===== src/scc_pkg.sv =====
// scc_pkg: constants, codes and carriers of the serial channel count and config registers
package scc_pkg;

    // register addresses (low byte of the channel window)
    localparam logic [7:0] ADDR_BYTE_CNT_LOW = 8'h2a;
    localparam logic [7:0] ADDR_BYTE_CNT_HIGH = 8'h2b;
    localparam logic [7:0] ADDR_CFG_ZERO = 8'h2c;
    localparam logic [7:0] ADDR_CFG_ONE = 8'h2d;
    localparam logic [7:0] ADDR_CFG_TWO = 8'h2e;

    // reset values
    localparam logic [7:0] CFG_RESET = 8'h00;
    localparam logic [2:0] MODE_BITS_RESET = 3'h0;
    localparam logic [7:0] READ_UNMAPPED = 8'h00;

    // byte count geometry
    localparam int CNT_W = 12;
    localparam int FIFO_CNT_W = 5;
    localparam logic [11:0] CNT_MAX = 12'hfff;

    // channel config zero fields
    localparam int CFG0_POWER_BIT = 7;
    localparam int CFG0_MCE_BIT = 6;
    localparam int CFG0_PORT_LSB = 2;
    localparam int CFG0_SMODE_LSB = 0;
    localparam logic [7:0] CFG0_WRITABLE = 8'hdf;

    // channel config one fields
    localparam int CFG1_SHARED_BIT = 7;
    localparam int CFG1_GO_ACTIVE_ON_LOOP_BIT = 6;
    localparam int CFG1_GLP_BIT = 5;
    localparam int CFG1_ODS_BIT = 4;
    localparam int CFG1_FILL_BIT = 3;
    localparam int CFG1_CLKMODE_LSB = 0;

    // tx count high fields, same layout on the rx count high read back
    localparam int HIGH_DMA_BIT = 7;
    localparam int HIGH_NRM_BIT = 6;
    localparam int HIGH_CAS_BIT = 5;
    localparam int HIGH_XC_BIT = 4;
    localparam int HIGH_OV_BIT = 4;

    // clock modes that keep the carrier detect pin for their own use
    localparam logic [2:0] CLK_MODE_ONE = 3'h1;
    localparam logic [2:0] CLK_MODE_FIVE = 3'h5;

    // serial port configuration codes
    typedef enum logic [2:0] {
        PORT_NRZ = 3'b000,
        PORT_BUS_T1 = 3'b001,
        PORT_NRZI = 3'b010,
        PORT_BUS_T2 = 3'b011,
        PORT_FM0 = 3'b100,
        PORT_FM1 = 3'b101,
        PORT_MANCH = 3'b110,
        PORT_UNUSED = 3'b111
    } scc_port_e;

    // serial protocol modes
    typedef enum logic [1:0] {
        SMODE_HDLC = 2'b00,
        SMODE_LOOP = 2'b01,
        SMODE_BISYNC = 2'b10,
        SMODE_ASYNC = 2'b11
    } scc_smode_e;

    // sdlc loop states
    typedef enum logic [1:0] {
        LOOP_OFF = 2'b00,
        LOOP_ON = 2'b01,
        LOOP_SENDING = 2'b10
    } scc_loop_e;

    // register port request
    typedef struct packed {
        logic [7:0] addr;
        logic [7:0] wdata;
        logic wr;
        logic rd;
    } scc_bus_req_s;

    // decoded line setup handed to the transmitter and receiver
    typedef struct packed {
        scc_port_e port;
        scc_smode_e smode;
        logic bus_mode;
        logic nrz_only;
        logic idle_flags;
        logic one_insert;
        logic shared_flag;
        logic push_pull;
        logic [2:0] clk_mode;
    } scc_line_s;

endpackage : scc_pkg


===== src/scc_dma_req.sv =====
// scc_dma_req: counts transmit dma requests for one frame
`timescale 1ns/1ps
module scc_dma_req #(
    parameter int CW = 12
) (
    // clock and reset
    input wire logic core_clk_i,
    input wire logic rst_i,
    // control
    input wire logic enable_i,
    input wire logic start_i,
    input wire logic cont_i,
    input wire logic [CW-1:0] len_i,
    // dma handshake
    input wire logic ack_i,
    output logic req_o
);
    import scc_pkg::*;

    logic [CW:0] left_q;
    logic run_q;

    // request stays up while bytes are owed, or after a command in continuous mode;
    // setting continuous alone must not start a frame the host never asked for
    assign req_o = enable_i && ((cont_i && run_q) || (left_q != '0));

    // load length plus one on a frame command, count down on each ack in counted mode
    always_ff @(posedge core_clk_i)
    begin
        if (rst_i || !enable_i)
        begin
            left_q <= '0;
        end
        else if (start_i)
        begin
            left_q <= {1'b0, len_i} + (CW+1)'(1);
        end
        else if (ack_i && !cont_i && (left_q != '0))
        begin
            left_q <= left_q - (CW+1)'(1);
        end
    end

    // a frame runs from its command until the count drains in counted mode
    always_ff @(posedge core_clk_i)
    begin
        if (rst_i || !enable_i)
        begin
            run_q <= 1'b0;
        end
        else if (start_i)
        begin
            run_q <= 1'b1;
        end
        else if (!cont_i && (left_q == '0))
        begin
            run_q <= 1'b0;
        end
    end

    // a fresh command always owes the programmed length plus one
    dma_load_a: assert property (@(posedge core_clk_i) disable iff (rst_i)
        (enable_i && start_i) |=> (left_q == {1'b0, $past(len_i)} + (CW+1)'(1)))
        else $error("dma request count not loaded with length plus one");

endmodule : scc_dma_req


===== src/scc_regs.sv =====
// scc_regs: byte count and channel configuration registers of one serial channel
//
// Summary of operation
// - rx frame length as 12-bit count, two registers
// - low five count bits give rx fifo fill; the code reads back only the length caught at frame end
// - dma frame length is programmed count plus one
// - frame command raises exactly that many dma requests
// - rx count high echoes dma, nrm, cas
// - overflow flag when frame exceeds 4095 bytes
// - transfer bit picks interrupt or dma mode
// - response bit picks full or half duplex in auto mode
// - carrier autostart gates receiver, else general input outside clock modes one and five
// - continuous transmit requests data without count
// - power bit selects standby or active
// - master clock drives access, timers; not everywhere
// - port field selects line coding or bus
// - bus mode forces nrz, and ones idle outside a sending loop
// - serial mode field selects protocol
// - shared flag closes one frame, opens next
// - go active turns seventh one into flag
// - go active cleared repeats rx after closing
// - go on loop adds or drops bit delay
// - idle fill selects ones or flag pattern
// - bus one insertion, never with master clock
`timescale 1ns/1ps
module scc_regs #(
    parameter int CNT_BITS = 12
) (
    // clock and reset
    input wire logic core_clk_i,
    input wire logic rst_i,
    // register port
    input scc_pkg::scc_bus_req_s bus_i,
    output logic [7:0] rdata_o,
    // receiver events
    input wire logic rx_byte_i,
    input wire logic rx_frame_end_i,
    input wire logic end_of_poll_i,
    input wire logic carrier_detect_input_i,
    input wire logic auto_mode_i,
    // transmitter events
    input wire logic transmit_frame_cmd_i,
    input wire logic transmit_iframe_cmd_i,
    input wire logic tx_fifo_empty_i,
    input wire logic closing_flag_sent_i,
    // dma handshake
    input wire logic dma_ack_i,
    output logic dma_req_o,
    // channel control outputs
    output scc_pkg::scc_line_s line_o,
    output logic power_up_o,
    output logic dma_mode_o,
    output logic half_duplex_o,
    output logic master_clock_o,
    output logic rx_enable_o,
    output logic carrier_gp_o,
    output logic loop_bit_delay_o,
    output logic loop_repeat_o,
    output logic loop_flag_fill_o,
    output logic seventh_one_zero_o
);
    import scc_pkg::*;

    // software registers
    logic [7:0] cfg0_q;
    logic [7:0] cfg1_q;
    logic [7:0] cfg2_q;
    logic [7:0] tx_low_q;
    logic [7:0] tx_high_q;
    // receive count state
    logic [CNT_BITS-1:0] run_cnt_q;
    logic run_ov_q;
    logic [CNT_BITS-1:0] rx_cnt_q;
    logic rx_ov_q;
    // read path and pin synchroniser
    logic [7:0] rdata_q;
    logic [7:0] rdata_d;
    logic cd_meta_q;
    logic cd_sync_q;
    // sdlc loop
    scc_loop_e loop_q;
    scc_loop_e loop_d;
    logic seventh_q;
    // decoded fields
    scc_port_e port;
    scc_smode_e smode;
    logic [2:0] clk_mode;
    logic bus_mode;
    logic loop_mode;
    logic frame_cmd;
    logic [CNT_BITS-1:0] tx_len;

    // a bus port code is one of the two odd codes below the fm0 one
    function automatic logic is_bus(input logic [2:0] code);
        is_bus = (code == PORT_BUS_T1) || (code == PORT_BUS_T2);
    endfunction : is_bus

    // field decode
    assign port = scc_port_e'(cfg0_q[CFG0_PORT_LSB +: 3]);
    assign smode = scc_smode_e'(cfg0_q[CFG0_SMODE_LSB +: 2]);
    assign clk_mode = cfg1_q[CFG1_CLKMODE_LSB +: 3];
    assign bus_mode = is_bus(port);
    assign loop_mode = (smode == SMODE_LOOP);
    assign tx_len = {tx_high_q[CNT_BITS-9:0], tx_low_q};
    assign frame_cmd = transmit_frame_cmd_i || transmit_iframe_cmd_i;

    // configuration writes; count registers share addresses with rx counts
    always_ff @(posedge core_clk_i)
    begin
        if (rst_i)
        begin
            cfg0_q <= CFG_RESET;
            cfg1_q <= CFG_RESET;
            cfg2_q <= CFG_RESET;
            tx_low_q <= CFG_RESET;
            tx_high_q <= CFG_RESET;
        end
        else if (bus_i.wr)
        begin
            unique case (bus_i.addr)
                ADDR_BYTE_CNT_LOW: tx_low_q <= bus_i.wdata;
                ADDR_BYTE_CNT_HIGH: tx_high_q <= bus_i.wdata;
                ADDR_CFG_ZERO: cfg0_q <= bus_i.wdata & CFG0_WRITABLE;
                ADDR_CFG_ONE: cfg1_q <= bus_i.wdata;
                ADDR_CFG_TWO: cfg2_q <= bus_i.wdata;
                default: ;
            endcase
        end
    end

    // running count of bytes pushed into the rx fifo for the current frame;
    // a byte that lands with the frame end belongs to the closing frame
    always_ff @(posedge core_clk_i)
    begin
        if (rst_i || rx_frame_end_i)
        begin
            run_cnt_q <= '0;
            run_ov_q <= 1'b0;
        end
        else if (rx_byte_i)
        begin
            run_cnt_q <= run_cnt_q + CNT_BITS'(1);
            if (run_cnt_q == CNT_MAX)
            begin
                run_ov_q <= 1'b1;
            end
        end
    end

    // frame length and overflow caught at message end for the host to read
    always_ff @(posedge core_clk_i)
    begin
        if (rst_i)
        begin
            rx_cnt_q <= '0;
            rx_ov_q <= 1'b0;
        end
        else if (rx_frame_end_i)
        begin
            rx_cnt_q <= run_cnt_q + CNT_BITS'(rx_byte_i);
            rx_ov_q <= run_ov_q || (rx_byte_i && (run_cnt_q == CNT_MAX));
        end
    end

    // read multiplexer; write-only halves read as their rx counterparts
    always_comb
    begin
        rdata_d = READ_UNMAPPED;
        unique case (bus_i.addr)
            ADDR_BYTE_CNT_LOW: rdata_d = rx_cnt_q[7:0];
            ADDR_BYTE_CNT_HIGH:
            begin
                rdata_d = {tx_high_q[HIGH_DMA_BIT:HIGH_CAS_BIT], rx_ov_q,
                    rx_cnt_q[CNT_BITS-1:8]};
            end
            ADDR_CFG_ZERO: rdata_d = cfg0_q;
            ADDR_CFG_ONE: rdata_d = cfg1_q;
            ADDR_CFG_TWO: rdata_d = cfg2_q;
            default: rdata_d = READ_UNMAPPED;
        endcase
    end

    // read data stand one cycle after the strobe and are zero otherwise
    always_ff @(posedge core_clk_i)
    begin
        if (rst_i || !bus_i.rd)
        begin
            rdata_q <= READ_UNMAPPED;
        end
        else
        begin
            rdata_q <= rdata_d;
        end
    end
    assign rdata_o = rdata_q;

    // carrier detect comes straight from a pin, so two flops first
    always_ff @(posedge core_clk_i)
    begin
        if (rst_i)
        begin
            cd_meta_q <= 1'b0;
            cd_sync_q <= 1'b0;
        end
        else
        begin
            cd_meta_q <= carrier_detect_input_i;
            cd_sync_q <= cd_meta_q;
        end
    end

    // sdlc loop: every move waits for an end of poll except the drop to off when
    // loop mode is left, and the release, which waits for the fifo to drain and the closing flag to go out
    always_comb
    begin
        loop_d = loop_q;
        unique case (loop_q)
            LOOP_OFF:
            begin
                if (end_of_poll_i && cfg1_q[CFG1_GLP_BIT])
                begin
                    loop_d = LOOP_ON;
                end
            end
            LOOP_ON:
            begin
                if (end_of_poll_i && !cfg1_q[CFG1_GLP_BIT])
                begin
                    loop_d = LOOP_OFF;
                end
                else if (end_of_poll_i && cfg1_q[CFG1_GO_ACTIVE_ON_LOOP_BIT])
                begin
                    loop_d = LOOP_SENDING;
                end
            end
            LOOP_SENDING:
            begin
                if (!cfg1_q[CFG1_GO_ACTIVE_ON_LOOP_BIT] && tx_fifo_empty_i && closing_flag_sent_i)
                begin
                    loop_d = LOOP_ON;
                end
            end
            default: loop_d = LOOP_OFF;
        endcase
        if (!loop_mode)
        begin
            loop_d = LOOP_OFF;
        end
    end

    // loop state register and the one-cycle seventh-bit flip
    always_ff @(posedge core_clk_i)
    begin
        if (rst_i)
        begin
            loop_q <= LOOP_OFF;
            seventh_q <= 1'b0;
        end
        else
        begin
            loop_q <= loop_d;
            seventh_q <= (loop_q == LOOP_ON) && (loop_d == LOOP_SENDING);
        end
    end

    // loop outputs; while sending the rx path is cut off from tx
    assign loop_bit_delay_o = (loop_q != LOOP_OFF);
    assign loop_repeat_o = (loop_q == LOOP_ON);
    assign loop_flag_fill_o = (loop_q == LOOP_SENDING);
    assign seventh_one_zero_o = seventh_q;

    // line setup for the serial engines
    always_comb
    begin
        line_o.port = port;
        line_o.smode = smode;
        line_o.bus_mode = bus_mode;
        line_o.nrz_only = bus_mode;
        // bus forces ones idle; a sending loop station always fills flags
        line_o.idle_flags = loop_flag_fill_o ||
            (!bus_mode && cfg1_q[CFG1_FILL_BIT]);
        // insertion would break the master clock timing, so it loses
        line_o.one_insert = bus_mode && cfg1_q[CFG1_FILL_BIT] &&
            !cfg0_q[CFG0_MCE_BIT];
        line_o.shared_flag = cfg1_q[CFG1_SHARED_BIT];
        line_o.push_pull = cfg1_q[CFG1_ODS_BIT];
        line_o.clk_mode = clk_mode;
    end

    // channel controls
    assign power_up_o = cfg0_q[CFG0_POWER_BIT];
    assign dma_mode_o = tx_high_q[HIGH_DMA_BIT];
    assign half_duplex_o = auto_mode_i && tx_high_q[HIGH_NRM_BIT];
    // master clock is refused where it cannot work
    assign master_clock_o = cfg0_q[CFG0_MCE_BIT] && (clk_mode != CLK_MODE_FIVE) &&
        !loop_mode;
    assign rx_enable_o = power_up_o && (!tx_high_q[HIGH_CAS_BIT] || cd_sync_q);
    assign carrier_gp_o = cd_sync_q && !tx_high_q[HIGH_CAS_BIT] &&
        (clk_mode != CLK_MODE_ONE) && (clk_mode != CLK_MODE_FIVE);

    // dma request counter, only alive in dma mode while powered
    scc_dma_req #(
        .CW(CNT_BITS)
    ) u_dma_req (
        .core_clk_i(core_clk_i),
        .rst_i(rst_i),
        .enable_i(dma_mode_o && power_up_o),
        .start_i(frame_cmd),
        .cont_i(tx_high_q[HIGH_XC_BIT]),
        .len_i(tx_len),
        .ack_i(dma_ack_i),
        .req_o(dma_req_o)
    );

    // reading rx count low returns the caught frame length next cycle
    cnt_low_read_a: assert property (@(posedge core_clk_i) disable iff (rst_i)
        (bus_i.rd && bus_i.addr == ADDR_BYTE_CNT_LOW)
        |=> (rdata_o == $past(rx_cnt_q[7:0])))
        else $error("rx count low read wrong");

    // mode bits written high come back on the rx count high read
    mode_echo_a: assert property (@(posedge core_clk_i) disable iff (rst_i)
        (bus_i.wr && bus_i.addr == ADDR_BYTE_CNT_HIGH) ##1 !bus_i.wr ##1
        (bus_i.rd && bus_i.addr == ADDR_BYTE_CNT_HIGH && !bus_i.wr)
        |=> (rdata_o[7:5] == $past(bus_i.wdata[7:5], 3)))
        else $error("mode bits not echoed");

    // a frame longer than the counter reach raises overflow
    ov_flag_a: assert property (@(posedge core_clk_i) disable iff (rst_i)
        (rx_frame_end_i && run_ov_q) |=> rx_ov_q)
        else $error("overflow flag missed");

    // bus configurations never idle with flags outside a sending loop
    bus_idle_a: assert property (@(posedge core_clk_i) disable iff (rst_i)
        (bus_mode && !loop_flag_fill_o) |-> !line_o.idle_flags)
        else $error("bus mode idles with flags");

    // one insertion never coexists with master clock
    oin_mce_a: assert property (@(posedge core_clk_i) disable iff (rst_i)
        line_o.one_insert |-> (!cfg0_q[CFG0_MCE_BIT] && bus_mode))
        else $error("one insertion with master clock");

    // going active flips the seventh one exactly once, with flag fill starting in the same cycle
    go_active_a: assert property (@(posedge core_clk_i) disable iff (rst_i)
        (loop_q == LOOP_ON && end_of_poll_i && cfg1_q[CFG1_GLP_BIT] &&
        cfg1_q[CFG1_GO_ACTIVE_ON_LOOP_BIT] && loop_mode)
        |=> (seventh_one_zero_o && loop_flag_fill_o) ##1 !seventh_one_zero_o)
        else $error("go active sequence wrong");

    // in loop mode, leaving the loop only follows an end of poll with go on loop cleared
    leave_loop_a: assert property (@(posedge core_clk_i) disable iff (rst_i)
        (loop_q == LOOP_ON && loop_mode && !end_of_poll_i) |=> (loop_q != LOOP_OFF))
        else $error("left loop without end of poll");

    // with autostart the receiver follows the synchronised carrier
    cas_gate_a: assert property (@(posedge core_clk_i) disable iff (rst_i)
        (tx_high_q[HIGH_CAS_BIT] && power_up_o && !$past(carrier_detect_input_i, 2))
        |-> !rx_enable_o)
        else $error("receiver enabled without carrier");

    // power bit resets low after reset
    power_reset_a: assert property (@(posedge core_clk_i) disable iff (rst_i)
        $past(rst_i) |-> (!power_up_o && !dma_req_o))
        else $error("power bit not reset");

endmodule : scc_regs

===== config.mk =====
export PLATFORM = sky130hd
export DESIGN_NAME = scc_regs
export DESIGN_NICKNAME = d
export VERILOG_FILES = /design/src/scc_pkg.sv /design/src/scc_dma_req.sv /design/src/scc_regs.sv
export SDC_FILE = /design/constraint.sdc
export NUM_CORES = 1
export LEC_CHECK = 0
export BUFFER_PORTS_ARGS = -buffer_cell sky130_fd_sc_hd__buf_2
export CORE_UTILIZATION = 60
export CTS_CLUSTER_SIZE = 40
export DETAILED_ROUTE_END_ITERATION = 6
export GPL_TIMING_DRIVEN = 0
export HOLD_SLACK_MARGIN = 0.03
export PLACE_DENSITY = 0.79
export SLEW_MARGIN = 40
export SYNTH_ARGS = -nofsm -noshare
export SYNTH_HDL_FRONTEND = slang
export SYNTH_SLANG_ARGS = --single-unit

===== constraint.sdc =====
create_clock -name core_clk_i -period 3.12 [get_ports core_clk_i]
set_clock_uncertainty 0.05 [all_clocks]
set_input_delay 0.312 -clock core_clk_i [delete_from_list [all_inputs] [get_ports core_clk_i]]
set_output_delay 0.312 -clock core_clk_i [all_outputs]
set_load 0.1 [all_outputs]

==> impl_metrics.env, run 1 <==
export IMPL_clock_sinks=92
export IMPL_layout_nets=604
export IMPL_yosysTopAreaCellShare=0.414
export IMPL_route_antenna_remaining_nets=0
export IMPL_number_of_h_tree_levels=3
export IMPL_clockRootBuffer="clkbuf_8"
export IMPL_insertedDiodeCount=0
export IMPL_count_of_vias_placed_by_the_detailed_router=3849
export IMPL_postSynth_asyncResetShare=0
export IMPL_cellLeakagePower_nw=2.14
export IMPL_leading_cell_types_by_count_after_synthesis="92 x dfxtp_1, 81 x nor2_1, 47 x mux2i_1, 31 x nand2_1, 21 x xor2_1"
export IMPL_clock_insertion_delay_worst_skew_ps=370
export IMPL_critical_path_arrival_ps=2130
export IMPL_core_area_um2=7210
export IMPL_initial_drc_count=291
export IMPL_dominantRegCellSynth="dfxtp_1"
export IMPL_io_buffer_count=61
export IMPL_clockBufferDepth=2
export IMPL_multi_input_area_um2=2370
export IMPL_post_dp_cell_area_um2=4890
export IMPL_cap_viol_max_count=0
export IMPL_cts_repair_resized=0
export IMPL_timing_final_hold_violations=0
export IMPL_floorplan_initialDensity=0.617
export IMPL_worst_setup_path_type="reg2out"
export IMPL_synth_seq_area_share=0.414
export IMPL_pin_count=63
export IMPL_fillers=586
export IMPL_routed_via_density=5.73
export IMPL_vdd_ir_drop_max_v=0.000446
export IMPL_wire_length_of_the_first_global_routing_pass_um=16600
export IMPL_yosysWarningCount=0
export IMPL_grt_setup_unrepaired="false"
export IMPL_place_congestion=0.860
export IMPL_synth_edff_count=0
export IMPL_drt_drc_violations_left=0
export IMPL_synth_nets=532
export IMPL_yosysMostFrequentCell="dfxtp_1"
export IMPL_grt_antenna_before_repair=0
export IMPL_wl_per_cell_um=15.8
export IMPL_max_freq_mhz=401
export IMPL_ff_latch_area_um2=1840
export IMPL_synth_area_um2=4450
export IMPL_overflow=0
export IMPL_placementRows=31
export IMPL_number_of_cts_inserted_buffers=9
export IMPL_grtUsageMet3=0.0660
export IMPL_grt_met2_usage=0.468
export IMPL_powerDensity_nw_per_um2=433
export IMPL_layout_setup_ws_ps=625
export IMPL_tritoncts="done"
export IMPL_final_min_period_over_clock_period=0.800
export IMPL_final_setup_tns_ps=0
export IMPL_grt_start_max_net_pins=17
export IMPL_post_layout_total_power_mw=2.21
export IMPL_final_design_utilization=0.708
export IMPL_drt_pre_antenna_iters=5
export IMPL_cts_hold_buffers_added=0
export IMPL_flow_area_growth_from_synthesis_pct=14.8
export IMPL_layout_cells_sized_above_1=0.213
export IMPL_globalRouteMet1Util=0.357
export IMPL_timing_max_slew_rel_slack=0.482
export IMPL_min_delay_path_class="in2reg"
export IMPL_globalRouteTotalUtil=0.283
export IMPL_max_slew_worst_pin_slew_ps=770
export IMPL_setup_viol_count_final=0
export IMPL_critical_path_startpoint_type="register"
export IMPL_path_clk_slew_ps=100
export IMPL_cp_max_fo=4
export IMPL_die_height_um=88.1
export IMPL_critical_path_endpoint_type="output port"
export IMPL_grt_pass1_vias=3530
export IMPL_post_cts_repair_setup_buffers=0
export IMPL_netlist_cell_type_count=49
export IMPL_layout_min_cycle_time_ps=2500
export IMPL_place_hpwl_um=7760
export IMPL_grt_most_used_layer="met2"
export IMPL_die_width_um=88.1
export IMPL_synth_area_per_cell_um2=8.98
export IMPL_instance_count_of_the_mapped_netlist=496
export IMPL_worst_r2r_setup_slack_ps=1120
export IMPL_status="finished clean"
export IMPL_synth_area_top_cells="dfxtp_1 41%, mux2i_1 11%, nor2_1 6.8%, xor2_1 4.1%, xnor2_1 3.0%"
export IMPL_final_cell_area_um2=5110
export IMPL_die_area_um2=7770
export IMPL_ys_seq_elements=92
export IMPL_detailedPlace_worstSlack_ps=1090
export IMPL_netlist_top_cell_by_area="dfxtp_1"
export IMPL_timing_final_max_slew_violations=0
export IMPL_timing_critical_path_required_ps=2760
export IMPL_route_final_wire_length_um=10600
-- cell usage in the layout, fill, tap and decap left out, types with 3 or more instances in the layout --
cell type | netlist | layout
xnor2_1 | 15 | 15
a221oi_1 | 3 | 3
ha_1 | 6 | 6
nand2b_1 | 3 | 3
a211oi_2 | 3 | 3
or2_2 | 4 | 4
inv_1 | 7 | 7
clkbuf_8 | 0 | 9
nand2_1 | 31 | 31
nor2b_1 | 10 | 10
and3_1 | 5 | 5
nor2_1 | 81 | 81
a21oi_1 | 13 | 13
nand3b_1 | 4 | 4
a22oi_1 | 7 | 7
nand3_1 | 15 | 15
buf_4 | 15 | 15
nor3_1 | 6 | 6
o22ai_1 | 7 | 7
buf_2 | 8 | 69
xor2_1 | 21 | 21
dfxtp_1 | 92 | 92
nand4_1 | 10 | 10
a31oi_1 | 6 | 6
mux2_2 | 7 | 7
a211oi_1 | 11 | 11
mux2i_1 | 47 | 47
o21ai_0 | 12 | 12
and2_1 | 3 | 3
clkbuf_1 | 15 | 15
-- metal layers --
metal / up-vias / share of wire / wire (um)
met3: 21 / 0.059 / 625
met5: - / 0 / 0
met1: 1842 / 0.43 / 4550
met2: 120 / 0.49 / 5200
met4: 0 / 0.024 / 251
li1: 1866 / - / -
-- critical path: stages (launching register included) --
cell	delay [ps]
dfxtp_1	350
inv_1	110
ha_1	160
nor4b_2	380
nand3_1	220
a21oi_1	170
nor2_1	70
buf_2	290
-- area by class of cell --
type                    count  share of cell area
plain buffers              40              0.0424
clock inverters             7              0.0193
well taps                  99              0.0242
multi-input cells         357               0.464
clock buffers               9              0.0242
repair buffers             61              0.0598
inverters                   7             0.00514
flip-flops and latches     92               0.361
-- through the flow --
step | std cells | hold slack (ps)
3_5_place_dp | 656 | 379
2_1_floorplan | 496 | 348
4_1_cts | 672 | 110
6_report | 672 | 115
3_3_place_gp | 656 | 373
5_1_grt | 672 | 121
-- logic make-up (layout without fill, tap and decap cells) --
logic type	Yosys count	in the layout	share of synthesized area
flip-flops	92	92	0.414
AND/OR/NAND/NOR	191	191	0.216
multiplexers	54	54	0.123
buffers and inverters	47	124	0.0545
XOR/XNOR	36	36	0.0708
AO/OA/AOI/OAI	70	70	0.105
adder cells (fa/ha/maj)	6	6	0.0169
-- report_power, final --
part	total [mW]	internal (mW)	switching (mW)	leakage (nW)
Combinational	0.128	0.0458	0.0820	1.29
Clock	0.895	0.457	0.438	0.110
Sequential	1.19	1.18	0.00718	0.744
-- sequential cells by signal (all words and copies together) (netlist names) --
register            flops
cd_sync_q               1
cd_meta_q               1
u_dma_req.run_q         1
run_ov_q                1
cfg2_q                  8
run_cnt_q              12
rx_ov_q                 1
rx_cnt_q               12
tx_low_q                8
loop_q                  2
seventh_one_zero_o      1
u_dma_req.left_q       13
cfg0_q                  7
tx_high_q               8
cfg1_q                  8
rdata_o                 8
-- final timing paths --
check | cells after the start | from | to
setup reg to reg | 8 | u_dma_req.left_q[0]$_SDFFE_PP0P_ | u_dma_req.left_q[8]$_SDFFE_PP0P_
setup / recovery | 7 | u_dma_req.left_q[0]$_SDFFE_PP0P_ | dma_req_o
hold reg to reg | 1 | cd_meta_q$_SDFF_PP0_ | cd_sync_q$_SDFF_PP0_
hold / removal | 2 | carrier_detect_input_i | cd_meta_q$_SDFF_PP0_
Power figures use the tool's default switching activity.
==> inputs of run 2 (changes only) <==
- ABC_AREA: default -> 1
- CORE_UTILIZATION: 60 -> 57
- PLACE_DENSITY: 0.79 -> 0.75
- clock period: 3.12 -> 2.6 ns (I/O delays scaled with it)
==> run 2 against run 1 <==
Routed wire length rose by 14%. Synthesized area rose by 3.1%. Critical endpoint unchanged. Highest routed layer unchanged. Non-clock buffer count fell by 13. Register-to-register slack got worse by 460 ps. Final area rose by 2.2%. Via count rose by 21%. Die area rose by 8.3%. Largest cell class unchanged. Clock-buffer cell count did not move.
==> impl_metrics.env, run 2 <==
export IMPL_clock_insertion_delay_worst_skew_ps=360
export IMPL_insertedDiodeCount=0
export IMPL_layout_nets=788
export IMPL_grt_setup_unrepaired="false"
export IMPL_place_hpwl_um=9300
export IMPL_worst_setup_path_type="reg2out"
export IMPL_critical_path_startpoint_type="register"
export IMPL_path_clk_slew_ps=90
export IMPL_core_area_um2=7770
export IMPL_fillers=731
export IMPL_yosysMostFrequentCell="nand2_1"
export IMPL_globalRouteTotalUtil=0.308
export IMPL_number_of_cts_inserted_buffers=9
export IMPL_clockBufferDepth=2
export IMPL_vdd_ir_drop_max_v=0.000413
export IMPL_yosysTopAreaCellShare=0.401
export IMPL_mostFrequentLayoutCell="nand2_1"
export IMPL_synth_edff_count=0
export IMPL_dominantRegCellSynth="dfxtp_1"
export IMPL_overflow=0
export IMPL_synth_nets=717
export IMPL_layout_min_cycle_time_ps=2150
export IMPL_synth_area_um2=4590
export IMPL_timing_critical_path_buf_inv=3
export IMPL_setup_viol_count_final=0
export IMPL_post_cts_repair_setup_buffers=0
export IMPL_grt_antenna_before_repair=0
export IMPL_critical_path_endpoint_type="output port"
export IMPL_timing_critical_path_max_delay_family="buffers and inverters"
export IMPL_floorplan_initialDensity=0.591
export IMPL_status="finished clean"
export IMPL_critical_path_arrival_ps=1840
export IMPL_max_freq_mhz=464
export IMPL_drt_pre_antenna_iters=6
export IMPL_layout_cells_sized_above_1=0.152
export IMPL_timing_max_slew_rel_slack=0.576
export IMPL_cp_common_cell="inv_1"
export IMPL_timing_final_max_slew_violations=0
export IMPL_die_width_um=91.7
export IMPL_clockRootBuffer="clkbuf_8"
export IMPL_netlist_top_cell_by_area="dfxtp_1"
export IMPL_cellLeakagePower_nw=2.34
export IMPL_cp_max_fo=5
export IMPL_postSynth_asyncResetShare=0
export IMPL_timing_critical_path_slowest_cell_delay_ps=410
export IMPL_largest_reg_flops=13
export IMPL_place_congestion=0.947
export IMPL_min_delay_path_class="in2reg"
export IMPL_flow_area_growth_from_synthesis_pct=13.7
export IMPL_synth_seq_area_share=0.401
export IMPL_post_layout_total_power_mw=2.45
export IMPL_hp_start="carrier_detect_input_i"
export IMPL_synth_area_per_cell_um2=6.74
export IMPL_grt_start_max_net_pins=17
export IMPL_clock_sinks=92
export IMPL_powerDensity_nw_per_um2=469
export IMPL_netlist_cell_type_count=37
export IMPL_pin_count=63
export IMPL_io_buffer_count=60
export IMPL_wire_length_of_the_first_global_routing_pass_um=20400
export IMPL_crit_reg_reg_startpoint="u_dma_req.left_q[0]$_SDFFE_PP0P_"
export IMPL_largest_registers="u_dma_req.left_q: 13 flops, run_cnt_q: 12 flops, rx_cnt_q: 12 flops"
export IMPL_yosysWarningCount=0
export IMPL_die_area_um2=8420
export IMPL_route_antenna_remaining_nets=0
export IMPL_timing_critical_path_required_ps=2290
export IMPL_tritoncts="done"
export IMPL_final_cell_mix="143 x nand2_1, 92 x dfxtp_1, 86 x inv_1, 80 x nor2_1, 69 x o21ai_0"
export IMPL_route_final_wire_length_um=12100
export IMPL_drt_drc_violations_left=0
export IMPL_instance_count_of_the_mapped_netlist=681
export IMPL_crit_slowest_cell="buf_2"
export IMPL_final_setup_tns_ps=0
export IMPL_top_register="u_dma_req.left_q"
export IMPL_max_slew_worst_pin_slew_ps=634
export IMPL_cts_repair_resized=0
export IMPL_final_min_period_over_clock_period=0.828
export IMPL_count_of_vias_placed_by_the_detailed_router=4647
export IMPL_ys_seq_elements=92
export IMPL_routed_via_density=5.41
export IMPL_synth_area_top_cells="dfxtp_1 40%, nand2_1 12%, o21ai_0 7.6%, a21oi_1 7.4%, inv_1 7.0%"
export IMPL_cap_viol_max_count=0
export IMPL_initial_drc_count=267
export IMPL_timing_final_hold_violations=0
export IMPL_grt_pass1_vias=4386
export IMPL_wl_per_cell_um=14.1
export IMPL_die_height_um=91.7
export IMPL_setup_worst_path_start="u_dma_req.left_q[0]$_SDFFE_PP0P_"
export IMPL_cts_hold_buffers_added=0
export IMPL_path_cells="inv_1 > ha_1 > nand2_1 > nor2_1 > a31o_2 > inv_1 > buf_2"
export IMPL_number_of_h_tree_levels=3
export IMPL_leading_cell_types_by_count_after_synthesis="143 x nand2_1, 92 x dfxtp_1, 86 x inv_1, 81 x nor2_1, 70 x o21ai_0"
export IMPL_placementRows=32
run 2: worst min-delay path, delay by kind of cell:
kind	cells	cell delay, ps
buf+inv	2	110
simple gates	1	60
run 2: worst paths after layout:
path                                      end  slack, ps  depth (start not counted)
max reg2reg  u_dma_req.left_q[6]$_SDFFE_PP0P_        660                         10
max                                 dma_req_o        450                          7
min reg2reg              cd_sync_q$_SDFF_PP0_        370                          2
min                      cd_meta_q$_SDFF_PP0_         70                          3
run 2: routing by layer:
metal,routed length (um),GRT usage,vias up,part of all wire
met5,0,0,-,0
met4,248,0.105,0,0.020
met3,751,0.0564,20,0.062
met2,5890,0.526,171,0.49
met1,5230,0.391,2109,0.43
li1,-,-,2347,-
run 2: logic make-up after synthesis:
kind of cell,after synthesis,synth area share
and+or+nand+nor,304,0.282
DFF,92,0.401
xor gates and xnor gates,7,0.0134
AOI/OAI and AO/OA,155,0.178
buffers and inverters,117,0.109
adders and majority gates,6,0.0164
run 2: area by class of cell:
type	count	area, um^2	area share
Tap cell	102	128	0.0245
Buffer	28	166	0.0319
Multi-Input combinational cell	472	2270	0.436
Inverter	89	334	0.0640
Timing Repair Buffer	60	300	0.0575
Clock buffer	9	124	0.0237
Sequential cell	92	1840	0.353
Clock inverter	7	50.0	0.00959
run 2: power breakdown:
part	switching, mW	internal (mW)
clock	0.520	0.353
sequential	0.00531	1.42
combinational	0.108	0.0447
total	0.633	1.81
run 2: through the flow:
stage	utilization	hold slack, ps	setup WS [ps]	cells	cell area [um^2]
after floorplan	-	306	205	681	4620
after global placement	0.649	364	723	843	5040
after detailed placement	0.649	365	725	843	5040
after CTS	0.672	60.6	433	859	5220
after global routing	0.672	61.3	310	859	5220
final	0.672	66.0	447	859	5220
